**src/verilog/fsgen_pkg.sv**
```systemverilog
package fsgen_pkg;

  // register byte addresses
  localparam logic [7:0] FSGEN_CTRL_ADDR = 8'h18;
  localparam logic [7:0] FSGEN_ASPAN_HI_ADDR = 8'h19;
  localparam logic [7:0] FSGEN_ASPAN_LO_ADDR = 8'h1a;
  localparam logic [7:0] FSGEN_DSPAN_HI_ADDR = 8'h1b;
  localparam logic [7:0] FSGEN_DSPAN_LO_ADDR = 8'h1c;
  localparam logic [7:0] FSGEN_LIMIT_HI_ADDR = 8'h1d;
  localparam logic [7:0] FSGEN_LIMIT_LO_ADDR = 8'h1e;

  // control register field positions
  localparam int FSGEN_SRC_MSB = 7;
  localparam int FSGEN_SRC_LSB = 4;
  localparam int FSGEN_ONESHOT_BIT = 3;
  localparam int FSGEN_IDLE_BIT = 2;
  localparam int FSGEN_SPLIT_BIT = 1;
  localparam int FSGEN_ENABLE_BIT = 0;

  // values after reset
  localparam logic [7:0] FSGEN_CTRL_RST = 8'h00;
  localparam logic [7:0] FSGEN_SPAN_RST = 8'h00;
  localparam logic [7:0] FSGEN_LIMIT_RST = 8'h00;
  localparam logic [7:0] FSGEN_RDATA_RST = 8'h00;
  localparam logic [23:0] FSGEN_CNT_RST = 24'h000000;
  localparam logic [15:0] FSGEN_FRAME_RST = 16'h0000;

  // frame numbering
  localparam logic [15:0] FSGEN_FRAME_FIRST = 16'h0001;
  localparam logic [15:0] FSGEN_FRAME_OFF = 16'h0000;

  // source select decode
  localparam logic [1:0] FSGEN_SRC_GRP_PORT = 2'h0;
  localparam logic [1:0] FSGEN_SRC_GRP_REF = 2'h1;

  typedef enum logic [1:0] {
    FSGEN_IDLE,
    FSGEN_RUN,
    FSGEN_SINGLE
  } fsgen_state_t;

endpackage : fsgen_pkg

```
**src/verilog/fsgen_frame_sync_generator.sv**
```systemverilog
// Overview of operation
// RULE1: source 0000-0011 generates internally, timed by back-channel port 0-3 ticks.
// RULE2: source 01xx generates internally, timed by the 25MHz reference tick.
// RULE3: source 1000-1111 passes the level of gpio pin 0-7 straight out.
// RULE4: writing one to control bit 3 emits one pulse; bit reads zero.
// RULE5: software waits for a one-shot pulse to finish before asking again.
// RULE6: software keeps periodic enable low while using the one-shot pulse.
// RULE7: control bit 2 sets the starting and idle level of the pulse.
// RULE8: split select 0 times high and low phases by separate 16-bit counts.
// RULE9: split select 1 uses one 24-bit count for both phases.
// RULE10: control bit 0 turns periodic generation on when 1, off when 0.
// RULE11: each phase lasts programmed count plus one timebase cycle.
// RULE12: asserted count bits 15:8 at 0x19, bits 7:0 at 0x1a.
// RULE13: deasserted count bits 15:8 at 0x1b, bits 7:0 at 0x1c.
// RULE14: in raw mode a 16-bit frame number is given for each frame.
// RULE15: a zero frame limit disables numbering; the number stays 0.
// RULE16: nonzero limit: number counts 1 up to the limit, then back to 1.
// RULE17: frame limit bits 15:8 are held at 0x1d.
// RULE18: frame limit bits 7:0 are held at 0x1e.
// RULE19: periodic output starts at the idle level, then alternates phases.
//
// The strobed register port was decided locally.
`timescale 1ns/1ps
module fsgen_frame_sync_generator
  import fsgen_pkg::*;
#(
  parameter int NUM_RX_PORTS = 4,
  parameter int NUM_GPIO = 8
)(
  // clock and reset
  input wire logic clk_sys,
  input wire logic sys_rst,
  // register port
  input wire logic [7:0] regAddr,
  input wire logic [7:0] regWdata,
  input wire logic regWr,
  input wire logic regRd,
  output logic [7:0] regRdata,
  // timebase ticks, one cycle each
  input wire logic [NUM_RX_PORTS-1:0] bcFrameTick,
  input wire logic refTick25,
  // external sync sources
  input wire logic [NUM_GPIO-1:0] gpioIn,
  // frame numbering
  input wire logic rawMode,
  input wire logic frameBegin,
  output logic [15:0] frameNumber,
  // generated sync
  output logic framePulse
);

  if (NUM_RX_PORTS != 4 || NUM_GPIO != 8)
  begin : g_param_check
    $error("fsgen: source select serves exactly 4 ports and 8 pins");
  end

  logic [7:0] ctrl_q;
  logic [7:0] aspanHi_q;
  logic [7:0] aspanLo_q;
  logic [7:0] dspanHi_q;
  logic [7:0] dspanLo_q;
  logic [7:0] limitHi_q;
  logic [7:0] limitLo_q;
  logic [7:0] rdata_d;
  logic [7:0] rdata_q;
  logic [3:0] srcSel;
  logic idleLevel;
  logic splitSel;
  logic genOn;
  logic oneShotReq;
  logic tick;
  logic extMode;
  logic [23:0] highSpan;
  logic [23:0] lowSpan;
  logic [23:0] curSpan;
  logic [15:0] frameLimit;
  fsgen_state_t state_q;
  logic [23:0] cnt_q;
  logic level_q;
  logic pulse_q;
  logic [15:0] frameNum_q;

  function automatic logic regHit(input logic [7:0] a, input logic [7:0] o);
    regHit = (a == o);
  endfunction : regHit

  assign srcSel = ctrl_q[FSGEN_SRC_MSB:FSGEN_SRC_LSB];
  assign idleLevel = ctrl_q[FSGEN_IDLE_BIT];
  assign splitSel = ctrl_q[FSGEN_SPLIT_BIT];
  assign genOn = ctrl_q[FSGEN_ENABLE_BIT];
  assign extMode = srcSel[3];
  assign frameLimit = {limitHi_q, limitLo_q};
  // self-clearing bit: the write only fires a request, nothing is stored
  assign oneShotReq = regWr && regHit(regAddr, FSGEN_CTRL_ADDR)
    && regWdata[FSGEN_ONESHOT_BIT]; // see RULE4

  // register writes
  always_ff @(posedge clk_sys)
  begin
    if (sys_rst)
    begin
      ctrl_q <= FSGEN_CTRL_RST;
      aspanHi_q <= FSGEN_SPAN_RST;
      aspanLo_q <= FSGEN_SPAN_RST;
      dspanHi_q <= FSGEN_SPAN_RST;
      dspanLo_q <= FSGEN_SPAN_RST;
      limitHi_q <= FSGEN_LIMIT_RST;
      limitLo_q <= FSGEN_LIMIT_RST;
    end
    else if (regWr)
    begin
      case (regAddr)
        FSGEN_CTRL_ADDR:
          ctrl_q <= regWdata & ~(8'h01 << FSGEN_ONESHOT_BIT); // see RULE4
        FSGEN_ASPAN_HI_ADDR: aspanHi_q <= regWdata; // see RULE12
        FSGEN_ASPAN_LO_ADDR: aspanLo_q <= regWdata; // see RULE12
        FSGEN_DSPAN_HI_ADDR: dspanHi_q <= regWdata; // see RULE13
        FSGEN_DSPAN_LO_ADDR: dspanLo_q <= regWdata; // see RULE13
        FSGEN_LIMIT_HI_ADDR: limitHi_q <= regWdata; // see RULE17
        FSGEN_LIMIT_LO_ADDR: limitLo_q <= regWdata; // see RULE18
        default: ;
      endcase
    end
  end

  // read mux, unmapped addresses read zero
  always_comb
  begin
    rdata_d = 8'h00;
    case (regAddr)
      FSGEN_CTRL_ADDR: rdata_d = ctrl_q;
      FSGEN_ASPAN_HI_ADDR: rdata_d = aspanHi_q;
      FSGEN_ASPAN_LO_ADDR: rdata_d = aspanLo_q;
      FSGEN_DSPAN_HI_ADDR: rdata_d = dspanHi_q;
      FSGEN_DSPAN_LO_ADDR: rdata_d = dspanLo_q;
      FSGEN_LIMIT_HI_ADDR: rdata_d = limitHi_q;
      FSGEN_LIMIT_LO_ADDR: rdata_d = limitLo_q;
      default: rdata_d = 8'h00;
    endcase
  end

  // data only valid the cycle after the strobe
  always_ff @(posedge clk_sys)
  begin
    if (sys_rst)
      rdata_q <= FSGEN_RDATA_RST;
    else if (regRd)
      rdata_q <= rdata_d;
    else
      rdata_q <= FSGEN_RDATA_RST;
  end
  assign regRdata = rdata_q;

  // timebase selection
  always_comb
  begin
    tick = 1'b0;
    case (srcSel[3:2])
      FSGEN_SRC_GRP_PORT: tick = bcFrameTick[srcSel[1:0]]; // see RULE1
      FSGEN_SRC_GRP_REF: tick = refTick25; // see RULE2
      default: tick = 1'b0;
    endcase
  end

  // 50/50 joins three bytes; the upper asserted byte is unused there
  assign highSpan = splitSel ? {aspanLo_q, dspanHi_q, dspanLo_q}
    : {8'h00, aspanHi_q, aspanLo_q}; // see RULE8, see RULE9
  assign lowSpan = splitSel ? {aspanLo_q, dspanHi_q, dspanLo_q}
    : {8'h00, dspanHi_q, dspanLo_q}; // see RULE8, see RULE9
  assign curSpan = level_q ? highSpan : lowSpan;

  // generator state machine
  always_ff @(posedge clk_sys)
  begin
    if (sys_rst)
    begin
      state_q <= FSGEN_IDLE;
      cnt_q <= FSGEN_CNT_RST;
      level_q <= 1'b0;
    end
    else
    begin
      case (state_q)
        FSGEN_IDLE:
        begin
          cnt_q <= FSGEN_CNT_RST;
          level_q <= idleLevel; // see RULE7
          if (extMode)
            state_q <= FSGEN_IDLE;
          else if (genOn)
            state_q <= FSGEN_RUN; // see RULE19
          else if (oneShotReq)
          begin
            // one pulse is the level opposite to idle
            state_q <= FSGEN_SINGLE; // see RULE4
            level_q <= ~idleLevel;
          end
        end
        FSGEN_RUN:
        begin
          if (!genOn || extMode)
          begin
            state_q <= FSGEN_IDLE; // see RULE10
            level_q <= idleLevel;
            cnt_q <= FSGEN_CNT_RST;
          end
          else if (tick)
          begin
            if (cnt_q >= curSpan)
            begin
              level_q <= ~level_q; // see RULE11, see RULE19
              cnt_q <= FSGEN_CNT_RST;
            end
            else
              cnt_q <= cnt_q + 24'h000001;
          end
        end
        FSGEN_SINGLE:
        begin
          // requests here are dropped, software spaces them
          if (extMode)
          begin
            state_q <= FSGEN_IDLE; // see RULE5
            level_q <= idleLevel;
            cnt_q <= FSGEN_CNT_RST;
          end
          else if (tick)
          begin
            if (cnt_q >= curSpan)
            begin
              state_q <= FSGEN_IDLE; // see RULE11
              level_q <= idleLevel;
              cnt_q <= FSGEN_CNT_RST;
            end
            else
              cnt_q <= cnt_q + 24'h000001;
          end
        end
        default:
        begin
          state_q <= FSGEN_IDLE;
          cnt_q <= FSGEN_CNT_RST;
          level_q <= idleLevel;
        end
      endcase
    end
  end

  // output register, external pins bypass the generator
  always_ff @(posedge clk_sys)
  begin
    if (sys_rst)
      pulse_q <= 1'b0;
    else if (extMode)
      pulse_q <= gpioIn[srcSel[2:0]]; // see RULE3
    else
      pulse_q <= level_q;
  end
  assign framePulse = pulse_q;

  // frame number for start and end packets of the current frame
  always_ff @(posedge clk_sys)
  begin
    if (sys_rst)
      frameNum_q <= FSGEN_FRAME_RST;
    else if (frameLimit == FSGEN_FRAME_OFF)
      frameNum_q <= FSGEN_FRAME_OFF; // see RULE15
    else if (rawMode && frameBegin)
    begin
      // a lowered limit below the count also wraps at once
      if (frameNum_q >= frameLimit)
        frameNum_q <= FSGEN_FRAME_FIRST; // see RULE16
      else
        frameNum_q <= frameNum_q + 16'h0001; // see RULE14, see RULE16
    end
  end
  assign frameNumber = frameNum_q;

  oneshot_reads_zero_a: assert property ( // see RULE4
    @(posedge clk_sys) disable iff (sys_rst)
    regRd && regHit(regAddr, FSGEN_CTRL_ADDR) |=> !regRdata[3])
    else $error("one-shot bit read back as one");

  port_tick_sel_a: assert property ( // see RULE1
    @(posedge clk_sys) disable iff (sys_rst)
    (srcSel[3:2] == 2'h0) |-> (tick == bcFrameTick[srcSel[1:0]]))
    else $error("port timebase tick not selected");

  ref_tick_sel_a: assert property ( // see RULE2
    @(posedge clk_sys) disable iff (sys_rst)
    (srcSel[3:2] == 2'h1) |-> (tick == refTick25))
    else $error("reference tick not selected");

  ext_passthru_a: assert property ( // see RULE3
    @(posedge clk_sys) disable iff (sys_rst)
    extMode ##1 extMode && $stable(srcSel)
      |-> framePulse == $past(gpioIn[srcSel[2:0]]))
    else $error("external pin not passed to the output");

  idle_level_out_a: assert property ( // see RULE7
    @(posedge clk_sys) disable iff (sys_rst)
    (state_q == FSGEN_IDLE) && !extMode && !genOn && !oneShotReq
      && $stable(idleLevel) ##1 (state_q == FSGEN_IDLE) && !extMode
      |=> framePulse == $past(idleLevel, 2))
    else $error("idle output differs from idle level");

  oneshot_start_a: assert property ( // see RULE4
    @(posedge clk_sys) disable iff (sys_rst)
    (state_q == FSGEN_IDLE) && !extMode && !genOn && oneShotReq
      |=> (state_q == FSGEN_SINGLE) ##1 framePulse == !$past(idleLevel, 2))
    else $error("one-shot request gave no pulse");

  phase_toggle_a: assert property ( // see RULE11
    @(posedge clk_sys) disable iff (sys_rst)
    (state_q == FSGEN_RUN) && genOn && !extMode && tick
      && cnt_q == curSpan |=> level_q != $past(level_q) && cnt_q == 24'h0)
    else $error("phase did not end after count plus one ticks");

  phase_hold_a: assert property ( // see RULE11
    @(posedge clk_sys) disable iff (sys_rst)
    (state_q == FSGEN_RUN) && genOn && !extMode && cnt_q < curSpan
      |=> level_q == $past(level_q))
    else $error("phase ended early");

  split_span_a: assert property ( // see RULE9
    @(posedge clk_sys) disable iff (sys_rst)
    splitSel |-> highSpan == lowSpan
      && highSpan[23:16] == aspanLo_q && highSpan[7:0] == dspanLo_q)
    else $error("50/50 span not assembled from three bytes");

  hilo_span_a: assert property ( // see RULE8
    @(posedge clk_sys) disable iff (sys_rst)
    !splitSel |-> highSpan == {8'h00, aspanHi_q, aspanLo_q}
      && lowSpan == {8'h00, dspanHi_q, dspanLo_q})
    else $error("high/low spans not independent");

  gen_off_a: assert property ( // see RULE10
    @(posedge clk_sys) disable iff (sys_rst)
    (state_q == FSGEN_RUN) && !genOn |=> state_q == FSGEN_IDLE)
    else $error("periodic generation kept running when off");

  gen_on_a: assert property ( // see RULE19
    @(posedge clk_sys) disable iff (sys_rst)
    (state_q == FSGEN_IDLE) && genOn && !extMode
      |=> state_q == FSGEN_RUN && level_q == $past(idleLevel))
    else $error("periodic start not at idle level");

  frame_off_a: assert property ( // see RULE15
    @(posedge clk_sys) disable iff (sys_rst)
    frameLimit == 16'h0 |=> frameNumber == 16'h0)
    else $error("frame number nonzero with zero limit");

  frame_wrap_a: assert property ( // see RULE16
    @(posedge clk_sys) disable iff (sys_rst)
    frameLimit != 16'h0 && rawMode && frameBegin && frameNumber >= frameLimit
      |=> frameNumber == 16'h1)
    else $error("frame number did not wrap to one");

  frame_step_a: assert property ( // see RULE14
    @(posedge clk_sys) disable iff (sys_rst)
    frameLimit != 16'h0 && rawMode && frameBegin && frameNumber < frameLimit
      |=> frameNumber == $past(frameNumber) + 16'h1)
    else $error("frame number did not advance by one");

  limit_readback_a: assert property ( // see RULE18
    @(posedge clk_sys) disable iff (sys_rst)
    regWr && regAddr == 8'h1e ##1 regRd && regAddr == 8'h1e
      |=> regRdata == $past(regWdata, 2))
    else $error("limit low byte did not read back");

endmodule : fsgen_frame_sync_generator

```
**config.mk**
```make
export PLATFORM = sky130hd
export DESIGN_NAME = fsgen_frame_sync_generator
export DESIGN_NICKNAME = d
export VERILOG_FILES = /design/src/verilog/fsgen_pkg.sv /design/src/verilog/fsgen_frame_sync_generator.sv
export SDC_FILE = /design/constraint.sdc
export NUM_CORES = 1
export LEC_CHECK = 0
export ABC_AREA = 0
export BUFFER_PORTS_ARGS = -buffer_cell sky130_fd_sc_hd__buf_2
export CAP_MARGIN = 20
export CORE_MARGIN = 2
export CORE_UTILIZATION = 50
export DETAILED_ROUTE_END_ITERATION = 16
export HOLD_SLACK_MARGIN = 0.05
export PLACE_DENSITY = 0.7
export SETUP_SLACK_MARGIN = 0.2
export SLEW_MARGIN = 30
export SYNTH_ARGS = -nofsm -noshare
export SYNTH_HDL_FRONTEND = slang
export SYNTH_SLANG_ARGS = --single-unit
```
**constraint.sdc**
```tcl
create_clock -name clk_sys -period 3.9 [get_ports clk_sys]
set_clock_uncertainty 0.15 [all_clocks]
set_input_delay 0.585 -clock clk_sys [delete_from_list [all_inputs] [get_ports clk_sys]]
set_output_delay 0.585 -clock clk_sys [all_outputs]
set_load 0.02 [all_outputs]
```
==> flow_results.org <==
** Status
- Result of the run :: completed

** Global route
- Largest net degree at the start of global routing :: 63
- Vias in the first global route :: 5392
- The initial antenna violation count is 0.
- Aggregate global-route resource usage :: 0.2639
- Total global routing overflow :: 0
- The first global-routing pass estimated 27500 um of wire.

** Finish
- Synthesis-to-layout area growth :: 11.88%
- Footprint of the flip-flops and latches :: 0.002142 mm^2
- 0 antenna diodes ended up in the layout.
- At the end of the flow, the number of nets in the layout was 855.
- After filler insertion, the fill cell instance count of the layout stands at 1107.
- In the final layout, the share of cells above drive strength 1 is 0.1474.
- Summing all multi-input logic gate instances after layout gives 0.003834 mm^2.

** Drt
- Detailed Route Iter0 Violations :: 507
- In the routed layout, each cell is associated on average with a via count of 5.909.
- DRT met1 WL :: 7539 um
- Total Wirelength :: 16880 um
- Sum of met3 wire segment lengths after detailed routing :: 1017 um
- The count of nets left with antenna violations once routing finished came out at 0.
- The first detailed-routing pass ran for 5 iterations.
- After detailed routing, the met2 layer carries 7957 um of wire.
- Signal routing reaches up to met4.
- Per-cell routed wire length :: 17.81 um
- Number of vias after detailed routing :: 5602
- For this run, design rule violations remaining after detail routing come to 0.

** Clocking
- TritonCTS built the clock tree.
- Max clock buf depth :: 2
- In this run, post-CTS repair resized a total of 0 instances.
- CTS saw 107 sinks.
- In this run the clock root is driven by a clkbuf_16.
- Max H-tree Level :: 3
- Post-CTS Repair Setup Buffers :: 0
- Clock insertion delay at the later pin of the skew report :: 0.36 ns
- Clock slew at reported path FFs :: 0.07 ns
- Number of buffers inserted during clock tree synthesis :: 9
- For this design, the CTS-stage hold fixing added 0 buffers.

** Timing
- FMAX :: 282.5 MHz
- At the pin with the least slew margin, the transition time is 0.8651 ns.
- The worst path needs 3.539 ns of the cycle, external delays included.
- Final sum of negative setup slack :: 0 ns
- Slew Viols, Final :: 0
- Final period util :: 0.9075
- The worst pin sits at a relative slew slack of 0.4221.
- The final count of hold timing violations came to 0.
- Setup repair after global routing left no endpoint under its margin.
- Setup violations remaining at the end of the flow were counted as 0.

** Die
- The die is 115.7 um wide.
- Initial core utilization :: 0.5147
- The die covers 0.01338 mm^2.
- Die extent in y :: 115.7 um
- Placeable core region :: 0.01211 mm^2
- For this design the top-level I/O count stands at 60.
- Number of placement rows :: 40

** Synth
- Of all cell types, the one taking the most synthesized area is dfxtp_1.
- A synthesized cell averages 8.539 um^2.
- For this run, the register share of the synthesized area comes to 0.3436.
- Count leader, synth :: dfxtp_1
- After synthesis, the cell types taking the most area are dfxtp_1 34%, mux2i_1 11%, ha_1 9.0%.
- Post-synthesis instance area :: 0.006233 mm^2
- Nets in the synthesized netlist :: 810
- For this run, the leading register cell type out of synthesis is dfxtp_1.
- The synthesized design contains 107 register bits.
- The synthesized design contains 0 enable-type register cells.
- Warnings from Yosys :: 0
- The number of different library cells used by synthesis comes to 60.
- Post-Syn Instances :: 730
- The commonest cells after synthesis are 107 x dfxtp_1, 73 x nand2_1, 68 x mux2i_1.
- Share of synthesized flip-flops with an asynchronous set or reset :: 0
- Portion of synthesized cell area occupied by the leading cell type :: 0.3436

** Power
- Clk pwr share :: 0.422
- The share of total power dissipated in combinational logic is 0.064.
- Sw power :: 524.6 uW
- Post-layout total power :: 2.135 mW
- Static Leakage :: 2.707 nW
- Max IR drop VDD :: 0.2316 mV
- Of the total power, registers draw 0.514.
- Of the total power, the share spent switching nets is 0.2457.
- Dividing total power by cell area gives a power density of 306.1 mW/mm^2.
- The internal portion of the total power is 1.611 mW.

** Place
- Summed over all nets, the half-perimeter wirelength after detailed placement is 12600 um.
- The congestion estimate from routability-driven global placement came to 0.9294.
- Buffers placed on the I/O ports in this run total 59.

** Setup path
- Arr. time, crit path :: 3.61 ns
- STA classifies the critical path startpoint as a flop.
- For the worst setup path, the data required time is 3.97 ns.
- By startpoint and endpoint, the worst setup path is classified as flop to flop.
- The worst setup path is captured at a flop.
- Of all nets on the critical path, the largest fanout is 11.

** Run
- Across the run, the number of max-cap violations was 0.

** Hold path
- Worst hold path type :: flop to flop
final cells by class:
cell class | instances | area share
Inverter | 30 | 0.01615
Clock inverter | 5 | 0.005382
Tap cell | 168 | 0.03014
Multi-Input combinational cell | 556 | 0.5497
Clock buffer | 11 | 0.03624
Sequential cell | 107 | 0.3071
Timing Repair Buffer | 71 | 0.05526
per-layer routing:
metal  GRT usage  up-vias
met1      0.3488     2670
met3     0.05910       33
met5           0        -
met4     0.08333        0
met2      0.4316      191
li1            -     2708
worst paths after layout:
path / start / endpoint / slack (ns) / depth (start not counted)
min: aspanHi_q[7]$_SDFFE_PP0P_ / aspanHi_q[7]$_SDFFE_PP0P_ / 0.33 / 2
max: ctrl_q[1]$_SDFFE_PP0P_ / level_q$_SDFFE_PP0P_ / 0.36 / 10
min reg2reg: aspanHi_q[7]$_SDFFE_PP0P_ / aspanHi_q[7]$_SDFFE_PP0P_ / 0.33 / 2
max reg2reg: ctrl_q[1]$_SDFFE_PP0P_ / level_q$_SDFFE_PP0P_ / 0.36 / 10
power groups by stage:
stage / combinational [mW] / clock, mW / sequential, mW
floorplan: 0.0801 / 0 / 1.12
CTS: 0.134 / 0.905 / 1.10
global placement: 0.131 / 0 / 1.12
global route: 0.147 / 0.951 / 1.10
detailed placement: 0.134 / 0 / 1.12
finish: 0.138 / 0.900 / 1.10
layout by cell type, fill, tap and decap left out, types with 8 or more instances in the layout:
master and count:
a21oi_1 52, nand3_1 44, clkbuf_16 9, xor2_1 14, inv_1 30, nand2_1 73
nand4_1 17, nor3_1 34, o21ai_0 15, buf_4 12, mux2i_1 68, xnor2_1 19
nor4_1 10, ha_1 45, buf_2 59, mux2_2 8, dfxtp_1 107, nor2_1 65
registers in the layout, summed over array words and instances (netlist names):
register and cells:
framePulse 1, regRdata 8, frameNumber 16, aspanLo_q 8, dspanHi_q 8, ctrl_q 7, state_q 2, aspanHi_q 8
level_q 1, limitLo_q 8, cnt_q 24, dspanLo_q 8, limitHi_q 8
stage by stage:
step / util / hold WS (ns) / cells / instance area [um^2] / setup slack [ns]
after floorplan: - / 0.2952 / 730 / 6233 / 0.5288
after global placement: 0.5519 / 0.3218 / 932 / 6684 / 0.6920
after detailed placement: 0.5519 / 0.3227 / 932 / 6684 / 0.4611
after CTS: 0.5758 / 0.3329 / 948 / 6974 / 0.4270
after global routing: 0.5758 / 0.3682 / 948 / 6974 / 0.2275
final: 0.5758 / 0.3350 / 948 / 6974 / 0.3606
cell families after synthesis:
kind of cell | share of synthesized area
xor+xnor | 0.04898
compound gates | 0.1070
simple gates | 0.2260
fa+ha+maj | 0.09033
buf+inv | 0.04235
mux | 0.1417
flops | 0.3436
critical path, stage by stage (launching register included):
cell and delay [ns]:
dfxtp_1 0.53, nand2b_1 0.39, buf_4 0.30, mux2i_1 0.26
ha_1 0.27, nand4_1 0.15, o21ai_0 0.12, o31ai_1 0.39
nand2_1 0.18, a2111oi_0 0.56, a211oi_2 0.08
No activity file was read; power rests on OpenSTA's default activity.
